File: config.mk
export PLATFORM = sky130hd
export DESIGN_NAME = motion_cmd_device_flat
export DESIGN_NICKNAME = d
export VERILOG_FILES = /design/src/hdl/motion_cmd_pkg.sv /design/src/hdl/cmd_link.sv /design/src/hdl/motion_cmd_device.sv /design/src/flat_wrapper.sv
export SDC_FILE = /design/constraint.sdc
export NUM_CORES = 1
export LEC_CHECK = 0
export BUFFER_PORTS_ARGS = -buffer_cell sky130_fd_sc_hd__buf_4
export CORE_AREA = 3 3 463 465
export CTS_CLUSTER_SIZE = 30
export DETAILED_ROUTE_END_ITERATION = 7
export DIE_AREA = 0 0 466 468
export PLACE_DENSITY = 0.34
export SYNTH_ARGS = -nofsm -noshare
export SYNTH_HDL_FRONTEND = slang
export SYNTH_SLANG_ARGS = --single-unit
File: constraint.sdc
create_clock -name hclk -period 2.72 [get_ports hclk]
set_clock_uncertainty 0.2 [all_clocks]
set_input_delay 0.408 -clock hclk [delete_from_list [all_inputs] [get_ports hclk]]
set_output_delay 0.408 -clock hclk [all_outputs]
set_load 0.005 [all_outputs]
File: src/hdl/motion_cmd_pkg.sv
// constants shared by the command link ends: link addresses, command codes,
// host register offsets and timing; assumes a single 100 MHz clock
package motion_cmd_pkg;
    // link register selects
    localparam logic [1:0] LINK_DATA_LOW  = 2'h0;
    localparam logic [1:0] LINK_DATA_HIGH = 2'h1;
    localparam logic [1:0] LINK_CMD       = 2'h2;
    // command word layout
    localparam int CODE_LSB = 0;
    localparam int AXIS_LSB = 8;
    // parameter write codes
    localparam logic [7:0] C_RANGE  = 8'h00;
    localparam logic [7:0] C_JERK   = 8'h01;
    localparam logic [7:0] C_SPEED  = 8'h05;
    localparam logic [7:0] C_PULSE  = 8'h06;
    localparam logic [7:0] C_DECPT  = 8'h07;
    localparam logic [7:0] C_CENTER = 8'h08;
    localparam logic [7:0] C_LPSET  = 8'h09;
    localparam logic [7:0] C_EPSET  = 8'h0a;
    localparam logic [7:0] C_CMPHI  = 8'h0b;
    localparam logic [7:0] C_CMPLO  = 8'h0c;
    localparam logic [7:0] C_AOFS   = 8'h0d;
    localparam logic [7:0] C_NOP    = 8'h0f;
    localparam int         NPARAM   = 14;
    // read codes
    localparam logic [7:0] C_RD_LP  = 8'h10;
    localparam logic [7:0] C_RD_EP  = 8'h11;
    localparam logic [7:0] C_RD_CV  = 8'h12;
    localparam logic [7:0] C_RD_CA  = 8'h13;
    localparam logic [7:0] C_RD_MX  = 8'h14;
    // drive codes
    localparam logic [7:0] C_DRV_FP = 8'h20;
    localparam logic [7:0] C_DRV_CM = 8'h23;
    localparam logic [7:0] C_HOLD   = 8'h24;
    localparam logic [7:0] C_REL    = 8'h25;
    localparam logic [7:0] C_DSTOP  = 8'h26;
    localparam logic [7:0] C_SSTOP  = 8'h27;
    // interpolation codes
    localparam logic [7:0] C_LIN    = 8'h30;
    localparam logic [7:0] C_CW     = 8'h32;
    localparam logic [7:0] C_CCW    = 8'h33;
    localparam logic [7:0] C_BPI    = 8'h34;
    localparam logic [7:0] C_BPEN   = 8'h36;
    localparam logic [7:0] C_BPDIS  = 8'h37;
    localparam logic [7:0] C_BPPUSH = 8'h38;
    localparam logic [7:0] C_BPCLR  = 8'h39;
    localparam logic [7:0] C_STEP   = 8'h3a;
    localparam logic [7:0] C_DECV   = 8'h3b;
    localparam logic [7:0] C_DECI   = 8'h3c;
    localparam logic [7:0] C_INTCLR = 8'h3d;
    localparam logic [7:0] C_MXCLR  = 8'h3e;
    // parameter limits
    localparam logic [31:0] RANGE_MIN = 32'd16000;
    localparam logic [31:0] RANGE_MAX = 32'd8000000;
    localparam logic [31:0] SPD_MAX   = 32'd8000;
    localparam logic [31:0] PULSE_MAX = 32'd268435455;
    // command access time
    localparam int CMD_TIME_NS = 250;
    localparam int CLK_MHZ     = 100;
    localparam int CMD_CYC     = (CMD_TIME_NS * CLK_MHZ + 999) / 1000;
    // host register byte offsets
    localparam logic [7:0] H_PARAM  = 8'h00;
    localparam logic [7:0] H_CMD    = 8'h04;
    localparam logic [7:0] H_READ   = 8'h08;
    localparam logic [7:0] H_STATUS = 8'h0c;
    localparam logic [31:0] RST_ZERO = 32'h0;
endpackage
File: src/hdl/cmd_link.sv
// parallel register link between host controller and command decoder;
// both ends run on the same clock, so nothing here is synchronised
interface cmd_link;
    logic        wr_stb;           // one-cycle write strobe
    logic [1:0]  wr_addr;          // data low, data high or command
    logic [15:0] wr_data;
    logic        busy;             // command being taken
    logic [15:0] read_data_low;
    logic [15:0] read_data_high;
    modport device (input wr_stb, wr_addr, wr_data,
                    output busy, read_data_low, read_data_high);
    modport host (output wr_stb, wr_addr, wr_data,
                  input busy, read_data_low, read_data_high);
endinterface

File: src/hdl/motion_cmd_device.sv
// command decoder end: data and command writes over the link, per-axis
// parameter store, drive/interpolation pulses and read registers
// assumes the host honours busy and the data lengths of each code
// Functional notes
// - read value split low and high words
// - read values binary, negatives two's complement
// - read codes 10h..14h select sources
// - host loads low, high if four bytes
// - multi-axis write stores into each axis
// - code 00h loads range 16,000..8,000,000
// - codes 01..05 load 16-bit speeds
// - code 06 loads pulse count or point
// - codes 07, 08 load decel and center
// - codes 09, 0A preset position counters
// - codes 0B, 0C load compare values
// - 0D loads offset, 0F switches read axis
// - codes 20h..23 start fixed or continuous
// - 24 hold, 25 release, 26/27 stop
// - codes 30h..34 start interpolation kinds
// - 36..39 bit pattern enable, push, clear
// - 3A step, 3B/3C decel, 3D, 3E clears
// - host writes every byte of parameter
// - out-of-range parameter blocks driving
// - host waits 250 ns between commands
// - only offset defined after reset
// - host never sends undefined codes
module motion_cmd_device
    import motion_cmd_pkg::*;
#(
    parameter int AXES = 2
) (
    input  wire logic                         hclk,
    input  wire logic                         hresetn,
    cmd_link.device                           link,
    input  wire logic [AXES-1:0][31:0]        logic_pos_in,
    input  wire logic [AXES-1:0][31:0]        enc_pos_in,
    input  wire logic [AXES-1:0][15:0]        cur_speed_in,
    input  wire logic [AXES-1:0][15:0]        cur_accel_in,
    input  wire logic [31:0]                  max_finish_in,
    output logic [AXES-1:0][NPARAM-1:0][31:0] param_out,
    output logic [AXES-1:0]                   param_fault,
    output logic [AXES-1:0]                   lp_preset,
    output logic [AXES-1:0]                   ep_preset,
    output logic [AXES-1:0]                   drive_go,
    output logic                              drive_fixed,
    output logic                              drive_minus,
    output logic [AXES-1:0]                   drive_hold,
    output logic [AXES-1:0]                   stop_clear,
    output logic [AXES-1:0]                   decel_stop,
    output logic [AXES-1:0]                   sudden_stop,
    output logic                              interp_go,
    output logic [7:0]                        interp_kind,
    output logic                              bp_write_en,
    output logic                              bp_push,
    output logic                              bp_clear,
    output logic                              interp_step,
    output logic                              decel_valid,
    output logic                              interp_int_clear,
    output logic                              max_finish_clear
);
    localparam logic [7:0] BUSY_LOAD = 8'(CMD_CYC);

    if (AXES < 1 || AXES > 2) begin : g_chk
        $error("AXES must be 1 or 2");
    end

    logic [15:0]     dlow_r;
    logic [15:0]     dhigh_r;
    logic [7:0]      busy_cnt_r;
    logic            busy_r;
    logic            rd_axis_r;
    logic            cmd_go;
    logic [7:0]      code;
    logic [AXES-1:0] axes;
    logic [31:0]     val32;
    logic [15:0]     rd_lo;
    logic [15:0]     rd_hi;
    logic            sel_axis;
    logic [AXES-1:0][NPARAM-1:0] bad_r;
    logic            all_ok;

    // is the staged data inside the permitted range for a write code
    function automatic logic in_range(input logic [7:0] c, input logic [31:0] v);
        logic s24;
        logic s30;
        s24 = (v[31:23] == 9'h000) || (v[31:23] == 9'h1ff);
        s30 = ($signed(v) <= 32'sd1073741824) && ($signed(v) >= -32'sd1073741824);
        case (c)
            C_RANGE:  in_range = (v >= RANGE_MIN) && (v <= RANGE_MAX);
            C_JERK:   in_range = (v[15:0] != 16'h0000);
            8'h02, 8'h03, 8'h04, C_SPEED:
                      in_range = (v[15:0] != 16'h0000) && ({16'h0000, v[15:0]} <= SPD_MAX);
            C_PULSE:  in_range = (v <= PULSE_MAX) || s24; // count or finish point
            C_DECPT:  in_range = (v <= PULSE_MAX);
            C_CENTER: in_range = s24;
            C_CMPHI, C_CMPLO: in_range = s30;
            default:  in_range = 1'b1;
        endcase
    endfunction

    assign cmd_go   = link.wr_stb && (link.wr_addr == LINK_CMD) && !busy_r;
    assign code     = link.wr_data[CODE_LSB +: 8];
    assign axes     = link.wr_data[AXIS_LSB +: AXES];
    assign val32    = {dhigh_r, dlow_r};
    assign sel_axis = (AXES > 1) && !axes[0] ? 1'b1 : 1'b0;
    assign all_ok   = ~|bad_r;

    // staging words; a two-byte code only ever looks at the low word
    always_ff @(posedge hclk or negedge hresetn) begin
        if (!hresetn) begin
            dlow_r  <= 16'h0000;
            dhigh_r <= 16'h0000;
        end else if (link.wr_stb && !busy_r) begin
            if (link.wr_addr == LINK_DATA_LOW) begin
                dlow_r <= link.wr_data;
            end
            if (link.wr_addr == LINK_DATA_HIGH) begin
                dhigh_r <= link.wr_data;
            end
        end
    end

    // command access window; writes inside it are ignored
    always_ff @(posedge hclk or negedge hresetn) begin
        if (!hresetn) begin
            busy_cnt_r <= 8'h00;
            busy_r     <= 1'b0;
        end else if (cmd_go) begin
            busy_cnt_r <= BUSY_LOAD - 8'h01;
            busy_r     <= 1'b1;
        end else if (busy_cnt_r != 8'h00) begin
            busy_cnt_r <= busy_cnt_r - 8'h01;
        end else begin
            busy_r <= 1'b0;
        end
    end
    assign link.busy = busy_r;

    // per-axis parameter store and range bookkeeping
    for (genvar a = 0; a < AXES; a++) begin : g_axis
        always_ff @(posedge hclk or negedge hresetn) begin
            if (!hresetn) begin
                param_out[a] <= '0; // offset defined zero, rest held zero
                bad_r[a]     <= '0;
            end else if (cmd_go && axes[a] && code < 8'(NPARAM) && code != 8'h0e) begin
                // same value lands in every selected axis
                if ((code >= C_JERK && code <= C_SPEED) || code == C_AOFS) begin
                    param_out[a][code[3:0]] <= {16'h0000, dlow_r};
                end else begin
                    param_out[a][code[3:0]] <= val32;
                end
                bad_r[a][code[3:0]] <= !in_range(code, val32);
            end
        end

        // presets, drive, hold and stops
        always_ff @(posedge hclk or negedge hresetn) begin
            if (!hresetn) begin
                lp_preset[a]   <= 1'b0;
                ep_preset[a]   <= 1'b0;
                drive_go[a]    <= 1'b0;
                drive_hold[a]  <= 1'b0;
                stop_clear[a]  <= 1'b0;
                decel_stop[a]  <= 1'b0;
                sudden_stop[a] <= 1'b0;
                param_fault[a] <= 1'b0;
            end else begin
                param_fault[a] <= |bad_r[a];
                lp_preset[a]   <= cmd_go && axes[a] && code == C_LPSET;
                ep_preset[a]   <= cmd_go && axes[a] && code == C_EPSET;
                // a faulted axis never starts
                drive_go[a]    <= cmd_go && axes[a] && code >= C_DRV_FP && code <= C_DRV_CM
                                  && !(|bad_r[a]);
                stop_clear[a]  <= cmd_go && axes[a] && code == C_REL;
                decel_stop[a]  <= cmd_go && axes[a] && code == C_DSTOP;
                sudden_stop[a] <= cmd_go && axes[a] && code == C_SSTOP;
                if (cmd_go && axes[a] && code == C_HOLD) begin
                    drive_hold[a] <= 1'b1;
                end else if (cmd_go && axes[a] && code == C_REL) begin
                    drive_hold[a] <= 1'b0;
                end
            end
        end
    end

    // direction and mode travel with the start pulse
    always_ff @(posedge hclk or negedge hresetn) begin
        if (!hresetn) begin
            drive_fixed <= 1'b0;
            drive_minus <= 1'b0;
        end else if (cmd_go && code >= C_DRV_FP && code <= C_DRV_CM) begin
            drive_fixed <= !code[1];
            drive_minus <= code[0];
        end
    end

    // interpolation and bit pattern controls; only the interpolation start needs every axis clean
    always_ff @(posedge hclk or negedge hresetn) begin
        if (!hresetn) begin
            interp_go        <= 1'b0;
            interp_kind      <= 8'h00;
            bp_write_en      <= 1'b0;
            bp_push          <= 1'b0;
            bp_clear         <= 1'b0;
            interp_step      <= 1'b0;
            decel_valid      <= 1'b0;
            interp_int_clear <= 1'b0;
            max_finish_clear <= 1'b0;
        end else begin
            interp_go <= cmd_go && all_ok
                         && (code == C_LIN || code == C_CW || code == C_CCW || code == C_BPI);
            if (cmd_go && (code == C_LIN || code == C_CW || code == C_CCW || code == C_BPI)) begin
                interp_kind <= code;
            end
            bp_push          <= cmd_go && code == C_BPPUSH;
            bp_clear         <= cmd_go && code == C_BPCLR;
            interp_step      <= cmd_go && code == C_STEP;
            interp_int_clear <= cmd_go && code == C_INTCLR;
            max_finish_clear <= cmd_go && code == C_MXCLR;
            if (cmd_go && code == C_BPEN) begin
                bp_write_en <= 1'b1;
            end else if (cmd_go && code == C_BPDIS) begin
                bp_write_en <= 1'b0;
            end
            if (cmd_go && code == C_DECV) begin
                decel_valid <= 1'b1;
            end else if (cmd_go && code == C_DECI) begin
                decel_valid <= 1'b0;
            end
        end
    end

    // read source; 16-bit values zero-extend, counts keep their sign bits
    always_comb begin
        rd_lo = 16'h0000;
        rd_hi = 16'h0000;
        case (code)
            C_RD_LP: {rd_hi, rd_lo} = logic_pos_in[sel_axis];
            C_RD_EP: {rd_hi, rd_lo} = enc_pos_in[sel_axis];
            C_RD_CV: rd_lo = cur_speed_in[sel_axis];
            C_RD_CA: rd_lo = cur_accel_in[sel_axis];
            C_RD_MX: {rd_hi, rd_lo} = max_finish_in;
            default: rd_lo = 16'h0000;
        endcase
    end

    // read registers and the axis they refer to
    always_ff @(posedge hclk or negedge hresetn) begin
        if (!hresetn) begin
            rd_axis_r           <= 1'b0;
            link.read_data_low  <= 16'h0000;
            link.read_data_high <= 16'h0000;
        end else if (cmd_go && code >= C_RD_LP && code <= C_RD_MX) begin
            rd_axis_r           <= sel_axis;
            link.read_data_low  <= rd_lo;
            link.read_data_high <= rd_hi;
        end else if (cmd_go && code == C_NOP) begin
            rd_axis_r <= sel_axis;
        end
    end
endmodule

File: src/flat_wrapper.sv
// flat-port wrapper written by rule: the top's interface ports become plain ports
module motion_cmd_device_flat import motion_cmd_pkg::*;
#(
    parameter int AXES = 2
)
  (hclk, hresetn, logic_pos_in, enc_pos_in, cur_speed_in, cur_accel_in, max_finish_in, param_out, param_fault, lp_preset, ep_preset, drive_go, drive_fixed, drive_minus, drive_hold, stop_clear, decel_stop, sudden_stop, interp_go, interp_kind, bp_write_en, bp_push, bp_clear, interp_step, decel_valid, interp_int_clear, max_finish_clear, link_wr_stb, link_wr_addr, link_wr_data, link_busy, link_read_data_low, link_read_data_high);
  cmd_link link_i ();
  input  wire logic hclk;
  input  wire logic hresetn;
  input  wire logic [AXES-1:0][31:0] logic_pos_in;
  input  wire logic [AXES-1:0][31:0] enc_pos_in;
  input  wire logic [AXES-1:0][15:0] cur_speed_in;
  input  wire logic [AXES-1:0][15:0] cur_accel_in;
  input  wire logic [31:0] max_finish_in;
  output logic [AXES-1:0][NPARAM-1:0][31:0] param_out;
  output logic [AXES-1:0] param_fault;
  output logic [AXES-1:0] lp_preset;
  output logic [AXES-1:0] ep_preset;
  output logic [AXES-1:0] drive_go;
  output logic drive_fixed;
  output logic drive_minus;
  output logic [AXES-1:0] drive_hold;
  output logic [AXES-1:0] stop_clear;
  output logic [AXES-1:0] decel_stop;
  output logic [AXES-1:0] sudden_stop;
  output logic interp_go;
  output logic [7:0] interp_kind;
  output logic bp_write_en;
  output logic bp_push;
  output logic bp_clear;
  output logic interp_step;
  output logic decel_valid;
  output logic interp_int_clear;
  output logic max_finish_clear;
  input wire logic [$bits(link_i.wr_stb)-1:0] link_wr_stb;
  input wire logic [$bits(link_i.wr_addr)-1:0] link_wr_addr;
  input wire logic [$bits(link_i.wr_data)-1:0] link_wr_data;
  output wire logic [$bits(link_i.busy)-1:0] link_busy;
  output wire logic [$bits(link_i.read_data_low)-1:0] link_read_data_low;
  output wire logic [$bits(link_i.read_data_high)-1:0] link_read_data_high;
  assign link_i.wr_stb = link_wr_stb;
  assign link_i.wr_addr = link_wr_addr;
  assign link_i.wr_data = link_wr_data;
  assign link_busy = link_i.busy;
  assign link_read_data_low = link_i.read_data_low;
  assign link_read_data_high = link_i.read_data_high;
  motion_cmd_device #(.AXES(AXES)) u_core (.hclk(hclk), .hresetn(hresetn), .link(link_i), .logic_pos_in(logic_pos_in), .enc_pos_in(enc_pos_in), .cur_speed_in(cur_speed_in), .cur_accel_in(cur_accel_in), .max_finish_in(max_finish_in), .param_out(param_out), .param_fault(param_fault), .lp_preset(lp_preset), .ep_preset(ep_preset), .drive_go(drive_go), .drive_fixed(drive_fixed), .drive_minus(drive_minus), .drive_hold(drive_hold), .stop_clear(stop_clear), .decel_stop(decel_stop), .sudden_stop(sudden_stop), .interp_go(interp_go), .interp_kind(interp_kind), .bp_write_en(bp_write_en), .bp_push(bp_push), .bp_clear(bp_clear), .interp_step(interp_step), .decel_valid(decel_valid), .interp_int_clear(interp_int_clear), .max_finish_clear(max_finish_clear));
endmodule
==> summary.txt <==
WL met2 - 101 mm
CTS H-Tree Depth - 4
Worst IR drop on VDD - 0.649 mV
Final period util - 98.2%
Met3 wire length - 17.1 mm
Fill count - 21,900
Clock network power share - 49.7%
DIE AREA - 0.218 mm²
Fin. Hold Viols - 0
Cells along the critical path - buf_4, dlygate4sd3_1, buf_4, nor4b_2, buf_4, buf_4, nand2_1, a2bb2oi_1, dlygate4sd3_1, o211ai_1, mux2_2
Crit Path Max Fanout - 9
Core area - 0.210 mm²
Post-Route Setup TNS - 0 ns
Post-detail-place hpwl - 145 mm
Cell Area, Synth - 0.0390 mm²
Slowest CP cell - dlygate4sd3_1
Dpl ws - -0.108 ns
Final period demand of the worst path - 2.67 ns
Max-slew headroom - 47.3%
RSZ-0062 raised after global routing - no
Run status - finished clean
Vias/cell - 3.98
Clock tree root driver cell - clkbuf_16
Pleak - 30.6 nW
Row count - 168
DR pass1 iterations - 5
Switching share of power - 25.9%
CTS tree - built
IO Pins - 1,208
WP buf/inv - 6
Finished Layout Cells - 7,508
Flops & latches, synth - 1,031
Top cells by area, synth - dfrtp_1 (66%), mux2_2 (6.7%), mux2_1 (6.6%), nand2_1 (4.1%), nor2b_1 (3.2%)
Seq pwr share - 42.5%
Commonest non-fill, non-tap cells in the layout - buf_4 (1,399), dfrtp_1 (1,015), nand2_1 (423)
Die W - 466 µm
Grt total ovfl - 0
Gr usage total - 17.9%
DRC viols - 0
Commonest non-fill, non-tap cell in the layout - buf_4
Area growth, synth to finish - 53.8%
Critical Path Start Type - primary input
Setup violators final - 0
Syn_area_per_cell - 12.7 µm²
Crit Path Class - in -> reg
Least-Margin Pin Slew - 0.791 ns
# clock sinks - 1,031
Die Span Y - 468 µm
Vias in the first global route - 31,900
Asr flop ratio synth - 100%
EDFF count, synth - 0
Peak Freq - 374 MHz
Net Switching - 9.52 mW
CTS buffer count - 134
Initial antenna violation count - 37
Yosys warning total - 0
Post-detailed-routing wire length - 200 mm
GP Congestion - 0.784
Clock transition at path regs - 0.06 ns
Top Family by Delay on Critical Path - buffers and inverters
Buffers added on ports - 1,207
Required time worst endpoint - 3.20 ns
Initial DRC count - 1,348
Max-cap violations - 0
Multi-input gate area - 0.0126 mm²
Nets - 4,826
Critical path data arrival time - 3.16 ns
Final Slew Violations - 0
Wl on met1 - 77.3 mm
Routed Antenna Nets - 0
Internal power - 27.3 mW
CP endpoint kind - register
Logic pwr share - 7.9%
Dpl cells - 7,138
Worst min-delay path class - in -> reg
Top Metal Used - met5
Via count of the routed design - 29,900
Worst skew pair latency - 0.77 ns
Synth top area share - 66.1%
Mapped Cells - 3,082
Share of cells above drive strength 1 - 42.8%
Final WS setup - 0.0481 ns
Drt wl/cell - 26.7 µm
CP max stage delay - 0.56 ns
Sequential Area - 0.0258 mm²
First-pass GRT wire length - 273 mm
Most Frequent Cell on Critical Path - buf_4
Largest net degree at the start of global routing - 80
Post-CTS Setup Bufs - 0
Power per Cell Area - 613 mW/mm²
Starting density of the core - 18.6%
Most used DFF post-synth - dfrtp_1
Register area share after synthesis - 66.1%
Syn_nets - 3,329
Cell taking the most area after synthesis - dfrtp_1
Max Buffers Root-to-Sink - 3
Synth cell types - 62
[power by group through the flow]
stage                     clock network, mW  registers (mW)  logic (mW)
after floorplan                           0            15.9       0.803
after global placement                    0            15.9        2.91
after detailed placement                  0            15.9        2.91
after CTS                              19.0            15.6        3.05
after global routing                   19.6            15.6        3.14
final                                  18.3            15.6        2.89
[final cells by class]
cell class,count,area share [%]
Sequential cell,1031,43.0
Tap cell,2805,5.85
Inverter,8,0.0500
Clock inverter,47,0.925
Multi-Input combinational cell,1802,21.0
Clock buffer,201,6.66
Timing Repair Buffer,1602,22.4
Antenna cell,12,0.0500
[worst min-delay path: cells and delay by family]
family                 cells  cell delay (ns)
AOI/OAI and AO/OA          3             0.32
buffers and inverters      2             0.23
muxes                      1             0.06
[cells by family after synthesis]
family	synth area share, %
DFF	66.1
xor gates and xnor gates	0.112
adders and majority gates	0.0641
and+or+nand+nor	10.1
muxes	14.5
buffers and inverters	2.43
AOI/OAI and AO/OA	6.69
[timing repair]
item,4_1_cts,5_1_grt
hold endpoints to repair,671,0
resized for setup,0,1
hold buffers,110,0
setup endpoints to repair,0,6
[Yosys cell counts, drive strengths merged, types with 5 or more instances]
cell type,count
nor2,87
nand3,23
a21oi,58
and2,7
nand2,428
a31oi,5
nor3,19
a22o,6
o21ai,294
a221oi,13
dfrtp,1031
a22oi,11
buf,41
nor2b,199
inv,8
o22ai,20
nor4b,6
nor4,16
a222oi,9
a211oi,10
or4,6
mux2i,46
mux2,462
o31ai,6
clkbuf,200
nand4,16
[metrics by stage]
step                      utilization [%]  cell area [µm²]  power (mW)  hold WS (ns)
after CTS                            28.6            60000        37.6       0.00335
after global placement               25.9            54300        18.8         0.248
after global routing                 28.6            60000        38.3        0.0543
after floorplan                         -            39000        16.7       -0.0876
after detailed placement             25.9            54300        18.8         0.250
final                                28.6            60000        36.8        0.0842
[path summary, 6_finish.rpt]
path,from,endpoint,slack [ns],cells past startpoint
setup reg to reg,u_core.link.busy,u_core.link.read_data_low[10],0.13,8
setup / recovery,link_wr_data[7],u_core.link.read_data_low[6],0.05,11
hold reg to reg,register,register,0.27,2
max in group asynchronous,hresetn,u_core.link.read_data_low[14],0.91,5
min in group asynchronous,hresetn,u_core.param_out[890],0.55,3
hold / removal,logic_pos_in[28],u_core.link.read_data_high[12],0.08,6
[routing by layer]
layer / vias up / track usage [%]
li1: 13600 / -
met1: 15000 / 20.3
met2: 1056 / 31.9
met3: 219 / 6.64
met4: 2 / 4.10
met5: - / 0
Power figures use the tool's default switching activity.
